File: config.mk
export PLATFORM = sky130hd
export DESIGN_NAME = pds_sequencer
export DESIGN_NICKNAME = d
export VERILOG_FILES = /design/src/verilog/pds_pkg.sv /design/src/verilog/pds_sequencer.sv
export VERILOG_INCLUDE_DIRS = /design/src /design/src/verilog
export SDC_FILE = /design/constraint.sdc
export NUM_CORES = 1
export LEC_CHECK = 0
export ABC_AREA = 0
export BUFFER_PORTS_ARGS = -buffer_cell sky130_fd_sc_hd__buf_2
export CAP_MARGIN = 20
export CORE_UTILIZATION = 50
export CTS_BUF_LIST = sky130_fd_sc_hd__clkbuf_4
export CTS_CLUSTER_SIZE = 12
export DETAILED_ROUTE_END_ITERATION = 8
export GPL_TIMING_DRIVEN = 0
export PLACE_DENSITY = 0.7
export SYNTH_ARGS = -nofsm -noshare
export SYNTH_HDL_FRONTEND = slang
export SYNTH_SLANG_ARGS = --single-unit
export TNS_END_PERCENT = 30
File: constraint.sdc
create_clock -name mclk -period 2.93 [get_ports mclk]
set_clock_uncertainty 0.15 [all_clocks]
set_input_delay 0.1465 -clock mclk [delete_from_list [all_inputs] [get_ports mclk]]
set_output_delay 0.1465 -clock mclk [all_outputs]
set_load 0.1 [all_outputs]
File: src/verilog/pds_consts.svh
// Constants of the power-down sequencer: offsets, field positions, timings
`ifndef PDS_CONSTS_SVH
`define PDS_CONSTS_SVH
`define PDS_NOUT 9
`define PDS_PG 7
`define PDS_RST 8
`define PDS_MCLK_MHZ 50
`define PDS_US_CYC (`PDS_MCLK_MHZ)
`define PDS_SDWN_US 500
`define PDS_TB_US {11'd500, 11'd250, 11'd120, 11'd30}
`define PDS_GAP_US {11'd1000, 11'd500, 11'd250, 11'd120}
`define PDS_LEAD_US {11'd500, 11'd100, 11'd10, 11'd0}
`define PDS_OFF_CTRL 8'h00
`define PDS_OFF_STAT 8'h04
`define PDS_OFF_FCNT 8'h08
`define PDS_OFF_GDLY 8'h0c
`define PDS_OFF_SLOT 8'h10
`define PDS_OFF_STBY 8'h34
`define PDS_C_SWOFF 0
`define PDS_C_PDMODE 1
`define PDS_C_OVEN 2
`define PDS_C_OVSD 3
`define PDS_C_PGPO 4
`define PDS_C_IMASK 5
`define PDS_C_BTN 6
`define PDS_C_TB 8
`define PDS_C_LEAD 10
`define PDS_C_FLIM 12
`define PDS_C_WLIM 16
`define PDS_S_PEND 0
`define PDS_S_SBDONE 1
`define PDS_S_HARD 2
`define PDS_S_ST 4
`define PDS_S_ON 8
`define PDS_WHY_OFF 2'h0
`define PDS_WHY_STBY 2'h1
`define PDS_WHY_HARD 2'h2
`endif

File: src/verilog/pds_pkg.sv
// Types of the power-down sequencer
`include "pds_consts.svh"
package pds_pkg;
    typedef enum logic [2:0] {PDS_OFF, PDS_RUN, PDS_STBY, PDS_PD, PDS_FAILSAFE} pds_fsm_t;
    typedef struct packed {
        logic [7:0] addr;
        logic [31:0] wdata;
        logic wr;
        logic rd;
    } pds_bus_t;
    typedef struct packed {
        logic power_on_pin;
        logic input_overvoltage_event;
        logic thermal_shutdown;
        logic regulator_fault;
    } pds_pins_t;
    typedef struct packed {
        logic [1:0] stored_slot_timebase;
        logic [`PDS_NOUT-1:0][7:0] stored_slot;
    } pds_otp_t;
    typedef struct packed {
        pds_fsm_t st;
        logic [1:0] why;
        pds_pins_t pin_s1;
        pds_pins_t pin_s2;
        pds_pins_t pin_p;
        logic [5:0] pre;
        logic swoff, pdmode, ovlo_en, ovlo_sd, pgpo, imask, btn_mode;
        logic [1:0] tbase, lead;
        logic [3:0] flim, wlim;
        logic [3:0][1:0] gdly;
        logic [`PDS_NOUT-1:0][7:0] slot;
        logic [`PDS_NOUT-1:0][1:0] grp;
        logic [`PDS_NOUT-1:0] stby;
        logic pend, sbdone, hardf;
        logic [3:0] fcnt, wcnt;
        logic [9:0] swt;
        logic armed;
        logic [15:0] hold, flt;
        logic [`PDS_NOUT-1:0] on, tgt;
        logic [7:0] cur;
        logic [1:0] gi, ph;
        logic [10:0] tmr;
        logic [31:0] rdata;
    } pds_regs_t;
endpackage

File: src/verilog/pds_sequencer.sv
// Turn-off event detection and power-down sequencing
//
// Summary of operation
// Button mode 0: power-on pin low starts power down.
// Button mode 1: pin falls and stays low beyond off hold time.
// Software off write starts 500 us timer, sets pending flag, interrupt.
// Clearing pending flag cancels; timer expiry starts power down.
// Software off bit self-clears once pending flag is cleared.
// Overvoltage event with both enables set starts power down.
// Fault held until fault timer expires is a hard fault.
// Fault rising with event count equal to limit is a hard fault.
// Watchdog fail count reaching its limit is a hard fault.
// Rising thermal shutdown is a hard fault.
// Hard fault: finish power down, then fail-safe state.
// Order mode 0 sequential, 1 grouped.
// Standby entry runs sequencer only if some output turns off.
// Standby entry always sets the standby done flag at its end.
// Sequential: slot 0 outputs off at once, others reverse, one timebase apart.
// Power-good as output drops at its own slot.
// Timebase and slots reload from stored values in off state.
// Group select 00..11 means group 4..1; group members drop together.
// Groups run 4 toward 1, empty groups skipped.
// After each group wait its gap delay 120/250/500/1000 us.
// Reset group regulators drop after reset lead delay.
// Indicator-mode power-good should be configured into group 1.
// Timebase select 30/120/250/500 us.
`timescale 1ns/1ns
`default_nettype none
`include "pds_consts.svh"
module pds_sequencer #(
    parameter int OFF_HOLD_US = 1000,
    parameter int FAULT_US = 1000
) (
    // Clock, reset, enable
    input wire logic mclk,
    input wire logic rst,
    input wire logic ce,
    // Register port
    input wire pds_pkg::pds_bus_t bus,
    output logic [31:0] bus_rdata,
    // Asynchronous pins
    input wire pds_pkg::pds_pins_t pins,
    // Same-clock control
    input wire logic pwrup_go,
    input wire logic standby_req,
    input wire logic wd_fail,
    input wire pds_pkg::pds_otp_t otp,
    // Outputs
    output logic [6:0] reg_enable,
    output logic power_good_pin,
    output logic host_reset_out_n,
    output logic interrupt_out_n,
    output logic failsafe
);
    import pds_pkg::*;

    pds_regs_t s_q, s_d;
    logic tick, go_off, go_hard, fall_on, rise_flt, rise_tsd, live, start, sh;
    logic [`PDS_NOUT-1:0] hit, mem, slot0, tnew;
    logic [1:0] wnew;
    logic [3:0] si;

    function automatic logic [4:0] slot_dec(input logic [7:0] a);
        logic [7:0] d;
        d = a - `PDS_OFF_SLOT;
        slot_dec = {(a >= `PDS_OFF_SLOT) && (d[1:0] == 2'h0) && (d[7:2] < 6'(`PDS_NOUT)), d[5:2]};
    endfunction

    function automatic logic [10:0] pick(input logic [1:0] s, input logic [43:0] tbl);
        pick = tbl[11*s +: 11];
    endfunction

    always_comb begin
        s_d = s_q;
        {sh, si} = slot_dec(bus.addr);
        tick = s_q.pre == 6'(`PDS_US_CYC - 1);
        s_d.pre = tick ? 6'h00 : s_q.pre + 6'h01;
        // Only the second stage and its delayed copy feed logic
        s_d.pin_s1 = pins;
        s_d.pin_s2 = s_q.pin_s1;
        s_d.pin_p = s_q.pin_s2;
        fall_on = s_q.pin_p.power_on_pin & ~s_q.pin_s2.power_on_pin;
        rise_flt = ~s_q.pin_p.regulator_fault & s_q.pin_s2.regulator_fault;
        rise_tsd = ~s_q.pin_p.thermal_shutdown & s_q.pin_s2.thermal_shutdown;
        live = (s_q.st == PDS_RUN) || (s_q.st == PDS_STBY);
        for (int i = 0; i < `PDS_NOUT; i++) begin
            slot0[i] = s_q.slot[i] == 8'h00;
            mem[i] = s_q.tgt[i] && (s_q.grp[i] == s_q.gi);
            hit[i] = s_q.tgt[i] && s_q.on[i] && (s_q.slot[i] == s_q.cur);
        end
        go_off = 1'b0;
        go_hard = 1'b0;
        start = 1'b0;
        tnew = '0;
        wnew = `PDS_WHY_OFF;

        // Power-on pin
        if (!s_q.btn_mode) begin
            go_off = ~s_q.pin_s2.power_on_pin;
            s_d.armed = 1'b0;
            s_d.hold = 16'h0000;
        end else if (s_q.pin_s2.power_on_pin) begin
            s_d.armed = 1'b0;
            s_d.hold = 16'h0000;
        end else if (fall_on) begin
            s_d.armed = 1'b1;
            s_d.hold = 16'h0000;
        end else if (s_q.armed) begin
            if (s_q.hold > 16'(OFF_HOLD_US)) begin
                go_off = 1'b1;
            end else if (tick) begin
                s_d.hold = s_q.hold + 16'h0001;
            end
        end

        // Software off timer
        if (s_q.pend && s_q.swoff) begin
            if (s_q.swt == 10'(`PDS_SDWN_US)) begin
                go_off = 1'b1;
            end else if (tick) begin
                s_d.swt = s_q.swt + 10'h001;
            end
        end

        if (s_q.ovlo_en && s_q.ovlo_sd && s_q.pin_s2.input_overvoltage_event) begin
            go_off = 1'b1;
        end

        // Hard faults
        if (!s_q.pin_s2.regulator_fault) begin
            s_d.flt = 16'h0000;
        end else if (s_q.flt >= 16'(FAULT_US)) begin
            go_hard = 1'b1;
        end else if (tick) begin
            s_d.flt = s_q.flt + 16'h0001;
        end
        if (rise_flt) begin
            if (s_q.fcnt != s_q.flim) begin
                s_d.fcnt = s_q.fcnt + 4'h1;
            end else if (s_q.flim != 4'h0) begin
                go_hard = 1'b1;
            end
        end
        if (wd_fail && (s_q.wcnt != s_q.wlim)) begin
            s_d.wcnt = s_q.wcnt + 4'h1;
        end
        if ((s_q.wlim != 4'h0) && (s_q.wcnt == s_q.wlim)) begin
            go_hard = 1'b1;
        end
        if (rise_tsd) begin
            go_hard = 1'b1;
        end

        // Register writes
        if (bus.wr) begin
            if (bus.addr == `PDS_OFF_CTRL) begin
                if (bus.wdata[`PDS_C_SWOFF]) begin
                    s_d.swoff = 1'b1;
                    s_d.pend = 1'b1;
                    s_d.swt = 10'h000;
                end
                s_d.pdmode = bus.wdata[`PDS_C_PDMODE];
                s_d.ovlo_en = bus.wdata[`PDS_C_OVEN];
                s_d.ovlo_sd = bus.wdata[`PDS_C_OVSD];
                s_d.pgpo = bus.wdata[`PDS_C_PGPO];
                s_d.imask = bus.wdata[`PDS_C_IMASK];
                s_d.btn_mode = bus.wdata[`PDS_C_BTN];
                s_d.tbase = bus.wdata[`PDS_C_TB +: 2];
                s_d.lead = bus.wdata[`PDS_C_LEAD +: 2];
                s_d.flim = bus.wdata[`PDS_C_FLIM +: 4];
                s_d.wlim = bus.wdata[`PDS_C_WLIM +: 4];
            end
            if (bus.addr == `PDS_OFF_STAT) begin
                if (bus.wdata[`PDS_S_PEND]) begin
                    s_d.pend = 1'b0;
                    s_d.swoff = 1'b0;
                    s_d.swt = 10'h000;
                end
                if (bus.wdata[`PDS_S_SBDONE]) begin
                    s_d.sbdone = 1'b0;
                end
                if (bus.wdata[`PDS_S_HARD]) begin
                    s_d.hardf = 1'b0;
                end
            end
            if (bus.addr == `PDS_OFF_FCNT) begin
                s_d.fcnt = bus.wdata[3:0];
                s_d.wcnt = bus.wdata[7:4];
            end
            if (bus.addr == `PDS_OFF_GDLY) begin
                s_d.gdly = bus.wdata[7:0];
            end
            if (bus.addr == `PDS_OFF_STBY) begin
                s_d.stby = bus.wdata[`PDS_NOUT-1:0];
            end
            if (sh) begin
                s_d.slot[si] = bus.wdata[7:0];
                s_d.grp[si] = bus.wdata[9:8];
            end
        end

        // Hardware sets come after the clears, so a set in the clearing cycle wins
        if (go_hard && live) begin
            s_d.hardf = 1'b1;
        end

        case (s_q.st)
            PDS_OFF: begin
                s_d.on = '0;
                s_d.swoff = 1'b0;
                s_d.swt = 10'h000;
                s_d.tbase = otp.stored_slot_timebase;
                s_d.slot = otp.stored_slot;
                if (pwrup_go) begin
                    s_d.st = PDS_RUN;
                    for (int i = 0; i < `PDS_NOUT; i++) begin
                        s_d.on[i] = otp.stored_slot[i] != 8'h00;
                    end
                    s_d.on[`PDS_RST] = 1'b1;
                end
            end
            PDS_RUN, PDS_STBY: begin
                if (go_hard) begin
                    start = 1'b1;
                    tnew = s_q.on;
                    wnew = `PDS_WHY_HARD;
                end else if (go_off) begin
                    start = 1'b1;
                    tnew = s_q.on;
                end else if ((s_q.st == PDS_RUN) && standby_req) begin
                    if ((s_q.on & s_q.stby) == '0) begin
                        s_d.st = PDS_STBY;
                        s_d.tgt = '0;
                        s_d.sbdone = 1'b1;
                    end else begin
                        start = 1'b1;
                        tnew = s_q.on & s_q.stby;
                        wnew = `PDS_WHY_STBY;
                    end
                end else if ((s_q.st == PDS_STBY) && !standby_req) begin
                    s_d.st = PDS_RUN;
                    s_d.on = s_q.on | s_q.tgt;
                end
            end
            PDS_PD: begin
                if (s_q.tmr != 11'h000) begin
                    if (tick) begin
                        s_d.tmr = s_q.tmr - 11'h001;
                    end
                end else if (!s_q.pdmode) begin
                    // Empty slots take one cycle each, not a timebase
                    s_d.on = s_q.on & ~hit;
                    if (s_q.cur == 8'h00) begin
                        s_d.ph = 2'h3;
                    end else begin
                        s_d.cur = s_q.cur - 8'h01;
                        if (hit != '0) begin
                            s_d.tmr = pick(s_q.tbase, `PDS_TB_US);
                        end
                    end
                end else begin
                    case (s_q.ph)
                        2'h0: begin
                            if (mem == '0) begin
                                s_d.ph = 2'h2;
                            end else if (mem[`PDS_RST] && s_q.on[`PDS_RST] && (s_q.lead != 2'h0)) begin
                                s_d.on[`PDS_RST] = 1'b0;
                                s_d.tmr = pick(s_q.lead, `PDS_LEAD_US);
                                s_d.ph = 2'h1;
                            end else begin
                                s_d.on = s_q.on & ~mem;
                                s_d.tmr = pick(s_q.gdly[s_q.gi], `PDS_GAP_US);
                                s_d.ph = 2'h2;
                            end
                        end
                        2'h1: begin
                            s_d.on = s_q.on & ~mem;
                            s_d.tmr = pick(s_q.gdly[s_q.gi], `PDS_GAP_US);
                            s_d.ph = 2'h2;
                        end
                        2'h2: begin
                            s_d.ph = (s_q.gi == 2'h3) ? 2'h3 : 2'h0;
                            s_d.gi = s_q.gi + 2'h1;
                        end
                        default: begin
                            s_d.ph = 2'h3;
                        end
                    endcase
                end
                if ((s_q.ph == 2'h3) && (s_q.tmr == 11'h000)) begin
                    case (s_q.why)
                        `PDS_WHY_HARD: s_d.st = PDS_FAILSAFE;
                        `PDS_WHY_STBY: begin
                            s_d.st = PDS_STBY;
                            s_d.sbdone = 1'b1;
                        end
                        default: s_d.st = PDS_OFF;
                    endcase
                end
            end
            PDS_FAILSAFE: begin
                s_d.st = PDS_OFF;
            end
            default: begin
                s_d.st = PDS_OFF;
            end
        endcase

        if (start) begin
            // Indicator-mode power-good is not sequenced
            tnew[`PDS_PG] = tnew[`PDS_PG] & s_q.pgpo;
            s_d.st = PDS_PD;
            s_d.why = wnew;
            s_d.tgt = tnew;
            s_d.cur = 8'hff;
            s_d.gi = 2'h0;
            s_d.ph = 2'h0;
            s_d.tmr = 11'h000;
            if (!s_q.pdmode) begin
                s_d.on = s_q.on & ~(tnew & slot0);
            end
        end

        s_d.rdata = 32'h0000_0000;
        if (bus.rd) begin
            if (bus.addr == `PDS_OFF_CTRL) begin
                s_d.rdata[`PDS_C_SWOFF] = s_q.swoff;
                s_d.rdata[`PDS_C_PDMODE] = s_q.pdmode;
                s_d.rdata[`PDS_C_OVEN] = s_q.ovlo_en;
                s_d.rdata[`PDS_C_OVSD] = s_q.ovlo_sd;
                s_d.rdata[`PDS_C_PGPO] = s_q.pgpo;
                s_d.rdata[`PDS_C_IMASK] = s_q.imask;
                s_d.rdata[`PDS_C_BTN] = s_q.btn_mode;
                s_d.rdata[`PDS_C_TB +: 2] = s_q.tbase;
                s_d.rdata[`PDS_C_LEAD +: 2] = s_q.lead;
                s_d.rdata[`PDS_C_FLIM +: 4] = s_q.flim;
                s_d.rdata[`PDS_C_WLIM +: 4] = s_q.wlim;
            end else if (bus.addr == `PDS_OFF_STAT) begin
                s_d.rdata[`PDS_S_PEND] = s_q.pend;
                s_d.rdata[`PDS_S_SBDONE] = s_q.sbdone;
                s_d.rdata[`PDS_S_HARD] = s_q.hardf;
                s_d.rdata[`PDS_S_ST +: 3] = s_q.st;
                s_d.rdata[`PDS_S_ON +: `PDS_NOUT] = s_q.on;
            end else if (bus.addr == `PDS_OFF_FCNT) begin
                s_d.rdata[7:0] = {s_q.wcnt, s_q.fcnt};
            end else if (bus.addr == `PDS_OFF_GDLY) begin
                s_d.rdata[7:0] = s_q.gdly;
            end else if (bus.addr == `PDS_OFF_STBY) begin
                s_d.rdata[`PDS_NOUT-1:0] = s_q.stby;
            end else if (sh) begin
                s_d.rdata[9:0] = {s_q.grp[si], s_q.slot[si]};
            end
        end
    end

    always_ff @(posedge mclk) begin
        if (rst) begin
            s_q <= '0;
        end else if (ce) begin
            s_q <= s_d;
        end
    end

    assign bus_rdata = s_q.rdata;
    assign reg_enable = s_q.on[6:0];
    assign host_reset_out_n = s_q.on[`PDS_RST];
    assign power_good_pin = s_q.pgpo ? s_q.on[`PDS_PG] : (s_q.st == PDS_RUN);
    assign interrupt_out_n = ~(s_q.pend & ~s_q.imask);
    assign failsafe = s_q.st == PDS_FAILSAFE;

    a_pend_irq: assert property (@(posedge mclk) disable iff (rst)
        (s_q.pend && !s_q.imask) |-> !interrupt_out_n) else $error("pending flag not on interrupt");
    a_swoff_write: assert property (@(posedge mclk) disable iff (rst)
        (ce && bus.wr && bus.addr == `PDS_OFF_CTRL && bus.wdata[0]) |=> (s_q.pend && s_q.swt == 10'h000))
        else $error("software off did not raise pending");
    a_swoff_clear: assert property (@(posedge mclk) disable iff (rst)
        !s_q.pend |-> !s_q.swoff) else $error("software off stuck after clear");
    a_btn_low: assert property (@(posedge mclk) disable iff (rst)
        (ce && s_q.st == PDS_RUN && !s_q.btn_mode && !s_q.pin_s2.power_on_pin) |=> s_q.st != PDS_RUN)
        else $error("pin low did not start power down");
    a_ovlo_off: assert property (@(posedge mclk) disable iff (rst)
        (ce && s_q.st == PDS_RUN && s_q.ovlo_en && s_q.ovlo_sd && s_q.pin_s2.input_overvoltage_event)
        |=> s_q.st == PDS_PD) else $error("overvoltage ignored");
    a_tsd_hard: assert property (@(posedge mclk) disable iff (rst)
        (ce && live && rise_tsd) |=> (s_q.hardf && s_q.why == `PDS_WHY_HARD)) else $error("thermal not hard");
    a_hard_fsafe: assert property (@(posedge mclk) disable iff (rst)
        ($past(s_q.st) == PDS_PD && $past(s_q.why) == `PDS_WHY_HARD && s_q.st != PDS_PD)
        |-> s_q.st == PDS_FAILSAFE) else $error("hard fault skipped fail-safe");
    a_stby_done: assert property (@(posedge mclk) disable iff (rst)
        (s_q.st == PDS_STBY && $past(s_q.st) != PDS_STBY) |-> s_q.sbdone) else $error("standby done missing");
    a_slot0_off: assert property (@(posedge mclk) disable iff (rst)
        (s_q.st == PDS_PD && !s_q.pdmode) |-> (s_q.on & s_q.tgt & slot0) == '0) else $error("slot zero still on");
    a_lead_rst: assert property (@(posedge mclk) disable iff (rst)
        (s_q.st == PDS_PD && s_q.pdmode && s_q.ph == 2'h1) |-> (!host_reset_out_n && mem[`PDS_RST]))
        else $error("lead delay order wrong");
    a_reload: assert property (@(posedge mclk) disable iff (rst)
        ($past(s_q.st) == PDS_OFF && $past(ce)) |-> s_q.tbase == $past(otp.stored_slot_timebase))
        else $error("timebase not reloaded");
endmodule // pds_sequencer
`default_nettype wire

==> impl_metrics.py, run 1 <==
metrics = {
    "run_status": {
        "status": "finished with violations",
        "violations": "setup timing",
    },
    "clock_tree": {
        "cts_tree": "built",
        "cts.root.buffer_cell": "clkbuf_4",
        "clk_latency_ps": 800,
        "cts_buffers": 74,
        "clk_pin_slew_ps": 60,
        "cts.sinks": 263,
        "clock_path_buffers": 3,
        "htreeDepth": 3,
    },
    "floorplan": {
        "rows": 64,
        "start_util": 0.5071,
        "io_pins": 169,
        "die_area_um2": 31650,
        "fp.dieH_um": 177.9,
        "die_x_um": 177.9,
        "coreArea_um2": 30510,
    },
    "place": {
        "dp.cells": 2475,
        "place_congestion": 1.001,
        "dp_hpwl_mm": 48.31,
        "port-buffer-count": 140,
        "placed_area_um2": 16730,
    },
    "pwr": {
        "ir_drop_mv": 0.3747,
        "p_int_w": 0.006726,
        "p_switching_w": 0.003875,
        "switching_share": 0.3655,
        "power_density_nw_per_um2": 544.1,
        "power.leakage_nw": 7.404,
        "seq_power_share": 0.390,
        "combPwrFrac": 0.283,
        "pwr-share-clk": 0.326,
    },
    "final_layout": {
        "layout.cells.non_filler": 2746,
        "nNetsFinal": 2447,
        "regArea_um2": 5279,
        "areaGrowthSynthToFinish_pct": 25.94,
        "multi_input_comb_area_um2": 9555,
        "fin_area_um2": 19490,
        "postLayoutCoreUtil": 0.6387,
        "drive_gt1_frac": 0.1997,
        "fillers": 2735,
    },
    "worst_setup_path": {
        "critPathLaunch": "s_q[106]$_SDFFE_PP0P_",
        "crit_path_cell_trace": "inv_1 -> ha_1 -> and4bb_2 -> nand4_1 -> o211a_1 -> o2111ai_4 -> buf_6 -> o21ai_4 -> a22oi_2 -> buf_4 -> a211oi_1 -> nor3_1",
        "r2r_start": "s_q[106]$_SDFFE_PP0P_",
        "arrival_ps": 3450,
        "ff2ff_path_depth": 12,
        "startpoint_type": "register",
        "criticalPathCategory": "register to register",
        "cp.depth": 12,
        "end_kind": "register",
        "worstPathRequired_ps": 3400,
        "cpMaxStageDelayCell": "dfxtp_1",
        "r2r_setup_slack_ps": -60,
        "crit_family": "compound AO/OA/AOI/OAI gates",
        "critPathBufInv": 3,
        "critPathMaxStageDelay_ps": 350,
        "worst-path-max-fanout": 10,
        "rr_endpoint": "s_q[50]$_SDFFE_PP0P_",
        "crit_end": "s_q[50]$_SDFFE_PP0P_",
    },
    "synth": {
        "yosysTopAreaCell": "dfxtp_1",
        "synth_top_flop_cell": "dfxtp_1",
        "ys_types": 88,
        "synthCells": 1926,
        "async_reset_ff_frac": 0,
        "yosysWarnings": 0,
        "synth_top_area_share": 0.3403,
        "synth_area_um2": 15470,
        "ys_top_cells_by_count": "263 x dfxtp_1, 233 x nor2_1, 189 x nand2_1",
        "avgSynthCellArea_um2": 8.033,
        "synth_seq_cells": 263,
        "synth_edf_count": 0,
        "synthMostInstantiatedCell": "dfxtp_1",
        "seq_area_frac_synth": 0.3403,
        "synth.area.top_cells": "dfxtp_1 34%, nor2_1 5.7%, a21oi_1 4.8%",
    },
    "timing": {
        "tns_ps": -60.17,
        "fin_crit_sh": 1.020,
        "max_freq_mhz": 334.6,
        "relSlewSlack": 0.2694,
        "hold_ws_ps": 8.204,
        "slew_viol_final": 0,
        "finalSetupViolations": 2,
        "tightest_slew_ps": 1086,
        "min_period_ps": 2988,
        "finalHoldViolCount": 0,
        "fin_ws_ps": -58.22,
        "grt_setup_unrepaired": "true",
    },
    "global_route": {
        "grt_usage": 0.4130,
        "antenna_found_initial": 1,
        "grt_use_met1": 0.4965,
        "grt.met2_usage": 0.6608,
        "busiest_layer": "met2",
        "grt_max_degree": 12,
        "gr-usage-met3": 0.08612,
        "grt_pass1_vias": 16350,
        "overflow": 0,
        "grt_pass1_wl_mm": 97.50,
    },
    "routing": {
        "vias": 17500,
        "drc": 0,
        "firstDrtPassIters": 8,
        "wl_per_cell_um": 24.08,
        "final_antenna_net_count": 0,
        "routed_wl_mm": 66.13,
        "drt_iter0_drc": 2166,
        "vias_per_cell": 6.374,
    },
    "hold_path": {
        "hp-class": "primary input to register",
    },
    "run": {
        "max_cap_violations": 0,
    },
}
power by group through the flow:
stage,clock network [W],registers (W),logic (W)
after floorplan,0,0.00404,0.00173
after global placement,0,0.00417,0.00247
after detailed placement,0,0.00418,0.00250
after CTS,0.00347,0.00410,0.00272
after global routing,0.00367,0.00414,0.00316
final,0.00346,0.00414,0.00300
metrics by stage:
step	power [W]	worst slack [ps]
finish	0.01060	-58.22
floorplan	0.005765	-156.6
detailed placement	0.006677	-837.7
global route	0.01097	-58.70
global placement	0.006643	-842.9
CTS	0.01030	-78.13
layout make-up:
class,count,share of cell area
Clock inverter,16,0.004623
Inverter,45,0.008861
Antenna cell,1,0.0001284
Multi-Input combinational cell,1457,0.4904
Buffer,171,0.04970
Tap cell,396,0.02543
Clock buffer,109,0.04199
Sequential cell,263,0.2709
Timing Repair Buffer,288,0.1080
worst reg2reg max path, delay by kind of cell (launching register included):
kind	cells	cell delay, ps
adder cells (fa/ha/maj)	1	190
flip-flops	1	350
AO/OA/AOI/OAI	5	1090
AND/OR/NAND/NOR	3	520
buffers and inverters	3	510
registers in the layout (all words and copies together), names as in the netlist, named ones only:
register / cells
bus_rdata: 20
s_d: 8
s_q: 226
host_reset_out_n: 1
reg_enable: 7
layout by cell type (no fill, tap or decap), types with 42 or more instances in the layout:
master and instances:
a211oi_1 84, a21oi_1 138, a22oi_1 94, buf_2 150
buf_4 76, clkbuf_1 83, clkbuf_4 112, dfxtp_1 256
dlygate4sd3_1 110, inv_1 42, nand2_1 187, nand3_1 62
nor2_1 232, nor4_1 45, o21ai_0 50, xnor2_1 66
xor2_1 49
layer usage:
metal	up-vias	wire, um	part of all wire
met2	1162	29670	0.45
li1	7830	-	-
met3	284	6751	0.10
met5	-	0	0
met4	0	4602	0.070
met1	8226	25100	0.38
worst min path at each step:
stage	slack [ps]	from	to	cells after the start
final	8	bus[13]	s_q[243]$_SDFFE_PP0P_	4
after global routing	50	bus[12]	s_q[242]$_SDFFE_PP0P_	4
after CTS	2	bus[21]	s_q[237]$_SDFFE_PP0P_	4
after detailed placement	240	pins[1]	s_d[264]$_SDFFE_PP0P_	3
after global placement	230	pins[0]	s_d[263]$_SDFFE_PP0P_	3
after floorplan	130	bus[7]	s_q[247]$_SDFFE_PP0P_	2
logic make-up (layout without fill, tap and decap cells):
| logic type | after synthesis | in the layout | synth area share |
|---|---|---|---|
| AND/OR/NAND/NOR | 725 | 725 | 0.2246 |
| AO/OA/AOI/OAI | 536 | 537 | 0.2381 |
| flip-flops | 263 | 263 | 0.3403 |
| buffers and inverters | 218 | 629 | 0.06550 |
| XOR/XNOR | 117 | 117 | 0.06720 |
| multiplexers | 45 | 45 | 0.04706 |
| adder cells (fa/ha/maj) | 21 | 21 | 0.01698 |
| other | 1 | 13 | 0.0002424 |
repair_timing:
action	4_1_cts	5_1_grt
pin swaps	3	24
buffers inserted	5	31
gates resized for setup	54	76
hold endpoints to repair	168	0
setup endpoints to repair	112	125
hold buffers	110	0
gates cloned	0	1
Note: power is estimated with default switching activity, not from simulation.
==> inputs of run 2 (changes only) <==
--- a/config.mk
+++ b/config.mk
@@ -7,14 +7,13 @@
 export NUM_CORES = 1
 export LEC_CHECK = 0
 export ABC_AREA = 0
-export BUFFER_PORTS_ARGS = -buffer_cell sky130_fd_sc_hd__buf_2
 export CAP_MARGIN = 20
 export CORE_UTILIZATION = 50
 export CTS_BUF_LIST = sky130_fd_sc_hd__clkbuf_4
 export CTS_CLUSTER_SIZE = 12
 export DETAILED_ROUTE_END_ITERATION = 8
+export DONT_BUFFER_PORTS = 1
 export GPL_TIMING_DRIVEN = 0
-export PLACE_DENSITY = 0.7
 export SYNTH_ARGS = -nofsm -noshare
 export SYNTH_HDL_FRONTEND = slang
 export SYNTH_SLANG_ARGS = --single-unit
==> run 2 against run 1 <==
  * The flow still finishes with violations (setup timing)
  * Critical path type unchanged
  * Largest power group unchanged
  * Sequential power barely moved
  * Total power fell by 0.14%
  * Routed wire length rose by 0.85%
==> impl_metrics.py, run 2 (synthesized netlist as in run 1, its figures left out) <==
metrics = {
    "run_status": {
        "status": "finished with violations",
        "violations": "setup timing",
    },
    "timing": {
        "min_period_ps": 2943,
        "relSlewSlack": 0.2628,
        "finalSetupViolations": 2,
        "grt_setup_unrepaired": "true",
        "slew_viol_final": 0,
        "fin_ws_ps": -12.67,
        "fin_crit_sh": 1.004,
        "max_freq_mhz": 339.8,
        "finalHoldViolCount": 0,
        "tns_ps": -13.64,
        "tightest_slew_ps": 1110,
    },
    "routing": {
        "vias": 17030,
        "firstDrtPassIters": 6,
        "vias_per_cell": 6.451,
        "drc": 0,
        "routed_wl_mm": 66.69,
        "wl_per_cell_um": 25.27,
        "drt_iter0_drc": 1738,
        "final_antenna_net_count": 0,
    },
    "worst_setup_path": {
        "worst-path-max-fanout": 6,
        "end_kind": "register",
        "startpoint_type": "register",
        "crit_family": "compound AO/OA/AOI/OAI gates",
        "critPathBufInv": 4,
        "crit_path_cell_trace": "clkbuf_4 -> or4_4 -> o41ai_4 -> buf_4 -> a21oi_2 -> a21oi_2 -> a31oi_4 -> o211ai_4 -> buf_6 -> buf_8 -> nand3_1 -> a21oi_1",
        "worst_path_most_repeated_cell": "a21oi_2",
        "arrival_ps": 3470,
        "critPathMaxStageDelay_ps": 600,
        "worstPathRequired_ps": 3460,
        "criticalPathCategory": "register to register",
        "cpMaxStageDelayCell": "or4_4",
    },
    "final_layout": {
        "fin_area_um2": 19190,
        "fillers": 2783,
        "final_cell_mix": "255 x dfxtp_1, 232 x nor2_1, 188 x nand2_1",
        "layout.cells.non_filler": 2639,
        "drive_gt1_frac": 0.1524,
        "largest_register": "s_q",
        "nNetsFinal": 2332,
        "areaGrowthSynthToFinish_pct": 24.06,
        "final_common_cell": "dfxtp_1",
        "largest_reg_flops": 226,
    },
    "global_route": {
        "grt_max_degree": 12,
        "grt_pass1_vias": 16130,
        "grt_usage": 0.4175,
        "antenna_found_initial": 2,
        "grt_pass1_wl_mm": 98.04,
        "overflow": 0,
    },
    "floorplan": {
        "die_x_um": 177.9,
        "io_pins": 169,
        "fp.dieH_um": 177.9,
        "start_util": 0.5071,
        "rows": 64,
        "coreArea_um2": 30510,
        "die_area_um2": 31650,
    },
    "run": {
        "max_cap_violations": 0,
    },
    "clock_tree": {
        "htreeDepth": 3,
        "clk_pin_slew_ps": 70,
        "clk_latency_ps": 790,
        "cts_tree": "built",
        "cts_buffers": 76,
        "cts.root.buffer_cell": "clkbuf_4",
        "cts.sinks": 263,
        "clock_path_buffers": 3,
    },
    "place": {
        "place_congestion": 0.9980,
        "port-buffer-count": 0,
        "dp.cells": 2339,
        "placed_area_um2": 16130,
        "dp_hpwl_mm": 48.50,
    },
    "pwr": {
        "power_density_nw_per_um2": 551.5,
        "power.leakage_nw": 6.938,
        "ir_drop_mv": 0.3773,
    },
    "hold_path": {
        "hp-class": "primary input to register",
    },
}
[run 2: changes by cell type in the layout (fill, tap and decap cells not counted), moves of 3 or more]
cell           delta
a21oi_1           -3
buf_16            +3
clkbuf_2          +4
buf_2           -141
diode_2           +4
dlygate4sd3_1    +25
clkbuf_4          -8
clkinv_2          +9
buf_1             -4
clkinv_1          +8
a21oi_4           +3
buf_6             -3
clkbuf_1          -4
[run 2: area by class of cell]
cell class	instances	area, um^2	area share
antenna	5	12.51	0.0006518
timing repair buffer	178	1788	0.09315
clock buffer	97	728.2	0.03794
multi-input combinational	1456	9585	0.4994
tap	396	495.5	0.02581
inverter	45	172.7	0.008996
clock inverter	34	226.5	0.01180
buffer	165	905.9	0.04719
sequential	263	5280	0.2751
[run 2: timing repair]
action,CTS,global route
gates cloned,0,1
endpoints found under the setup margin,121,114
resized for setup,60,73
endpoints found under the hold margin,205,0
setup buffers,15,20
pin swaps,10,16
hold buffers,135,0
[run 2: power breakdown]
group,internal [W],switching [W],leakage (nW)
sequential,0.00378,0.000362,2.14
clock,0.00183,0.00172,0.562
combinational,0.00111,0.00179,4.23
[run 2: through the flow]
stage / utilization / hold WS [ps] / total power [W] / setup WS (ps)
finish: 0.6291 / 56.44 / 0.01059 / -12.67
global route: 0.6289 / 52.83 / 0.01100 / -92.03
CTS: 0.6159 / 2.002 / 0.01043 / -31.69
detailed placement: 0.5286 / 139.8 / 0.006582 / -787.3
global placement: 0.5247 / 135.9 / 0.006531 / -826.6
floorplan: - / 132.5 / 0.005765 / -156.6
[run 2: tightest hold or removal path: stages]
cell,delay (ps)
nor2_1,30
nand3_1,80
nor3_2,90
nor3b_2,170
buf_6,150
a22oi_1,160
a211oi_1,90
[run 2: metal layers]
layer | part of all wire | global-route usage
met1 | 0.38 | 0.4949
met3 | 0.099 | 0.09597
met5 | 0 | 0
met4 | 0.070 | 0.2942
met2 | 0.45 | 0.6650
[run 2: final timing paths]
| path | from | endpoint | slack (ps) | cells after the start |
|---|---|---|---|---|
| max | s_q[49]$_SDFFE_PP0P_ | s_q[35]$_SDFFE_PP0P_ | -10 | 12 |
| min | bus[34] | s_q[178]$_SDFFE_PP0P_ | 60 | 7 |
| max reg2reg | s_q[49]$_SDFFE_PP0P_ | s_q[35]$_SDFFE_PP0P_ | -10 | 12 |
| min reg2reg | s_q[98]$_SDFFE_PP0P_ | s_q[98]$_SDFFE_PP0P_ | 310 | 2 |
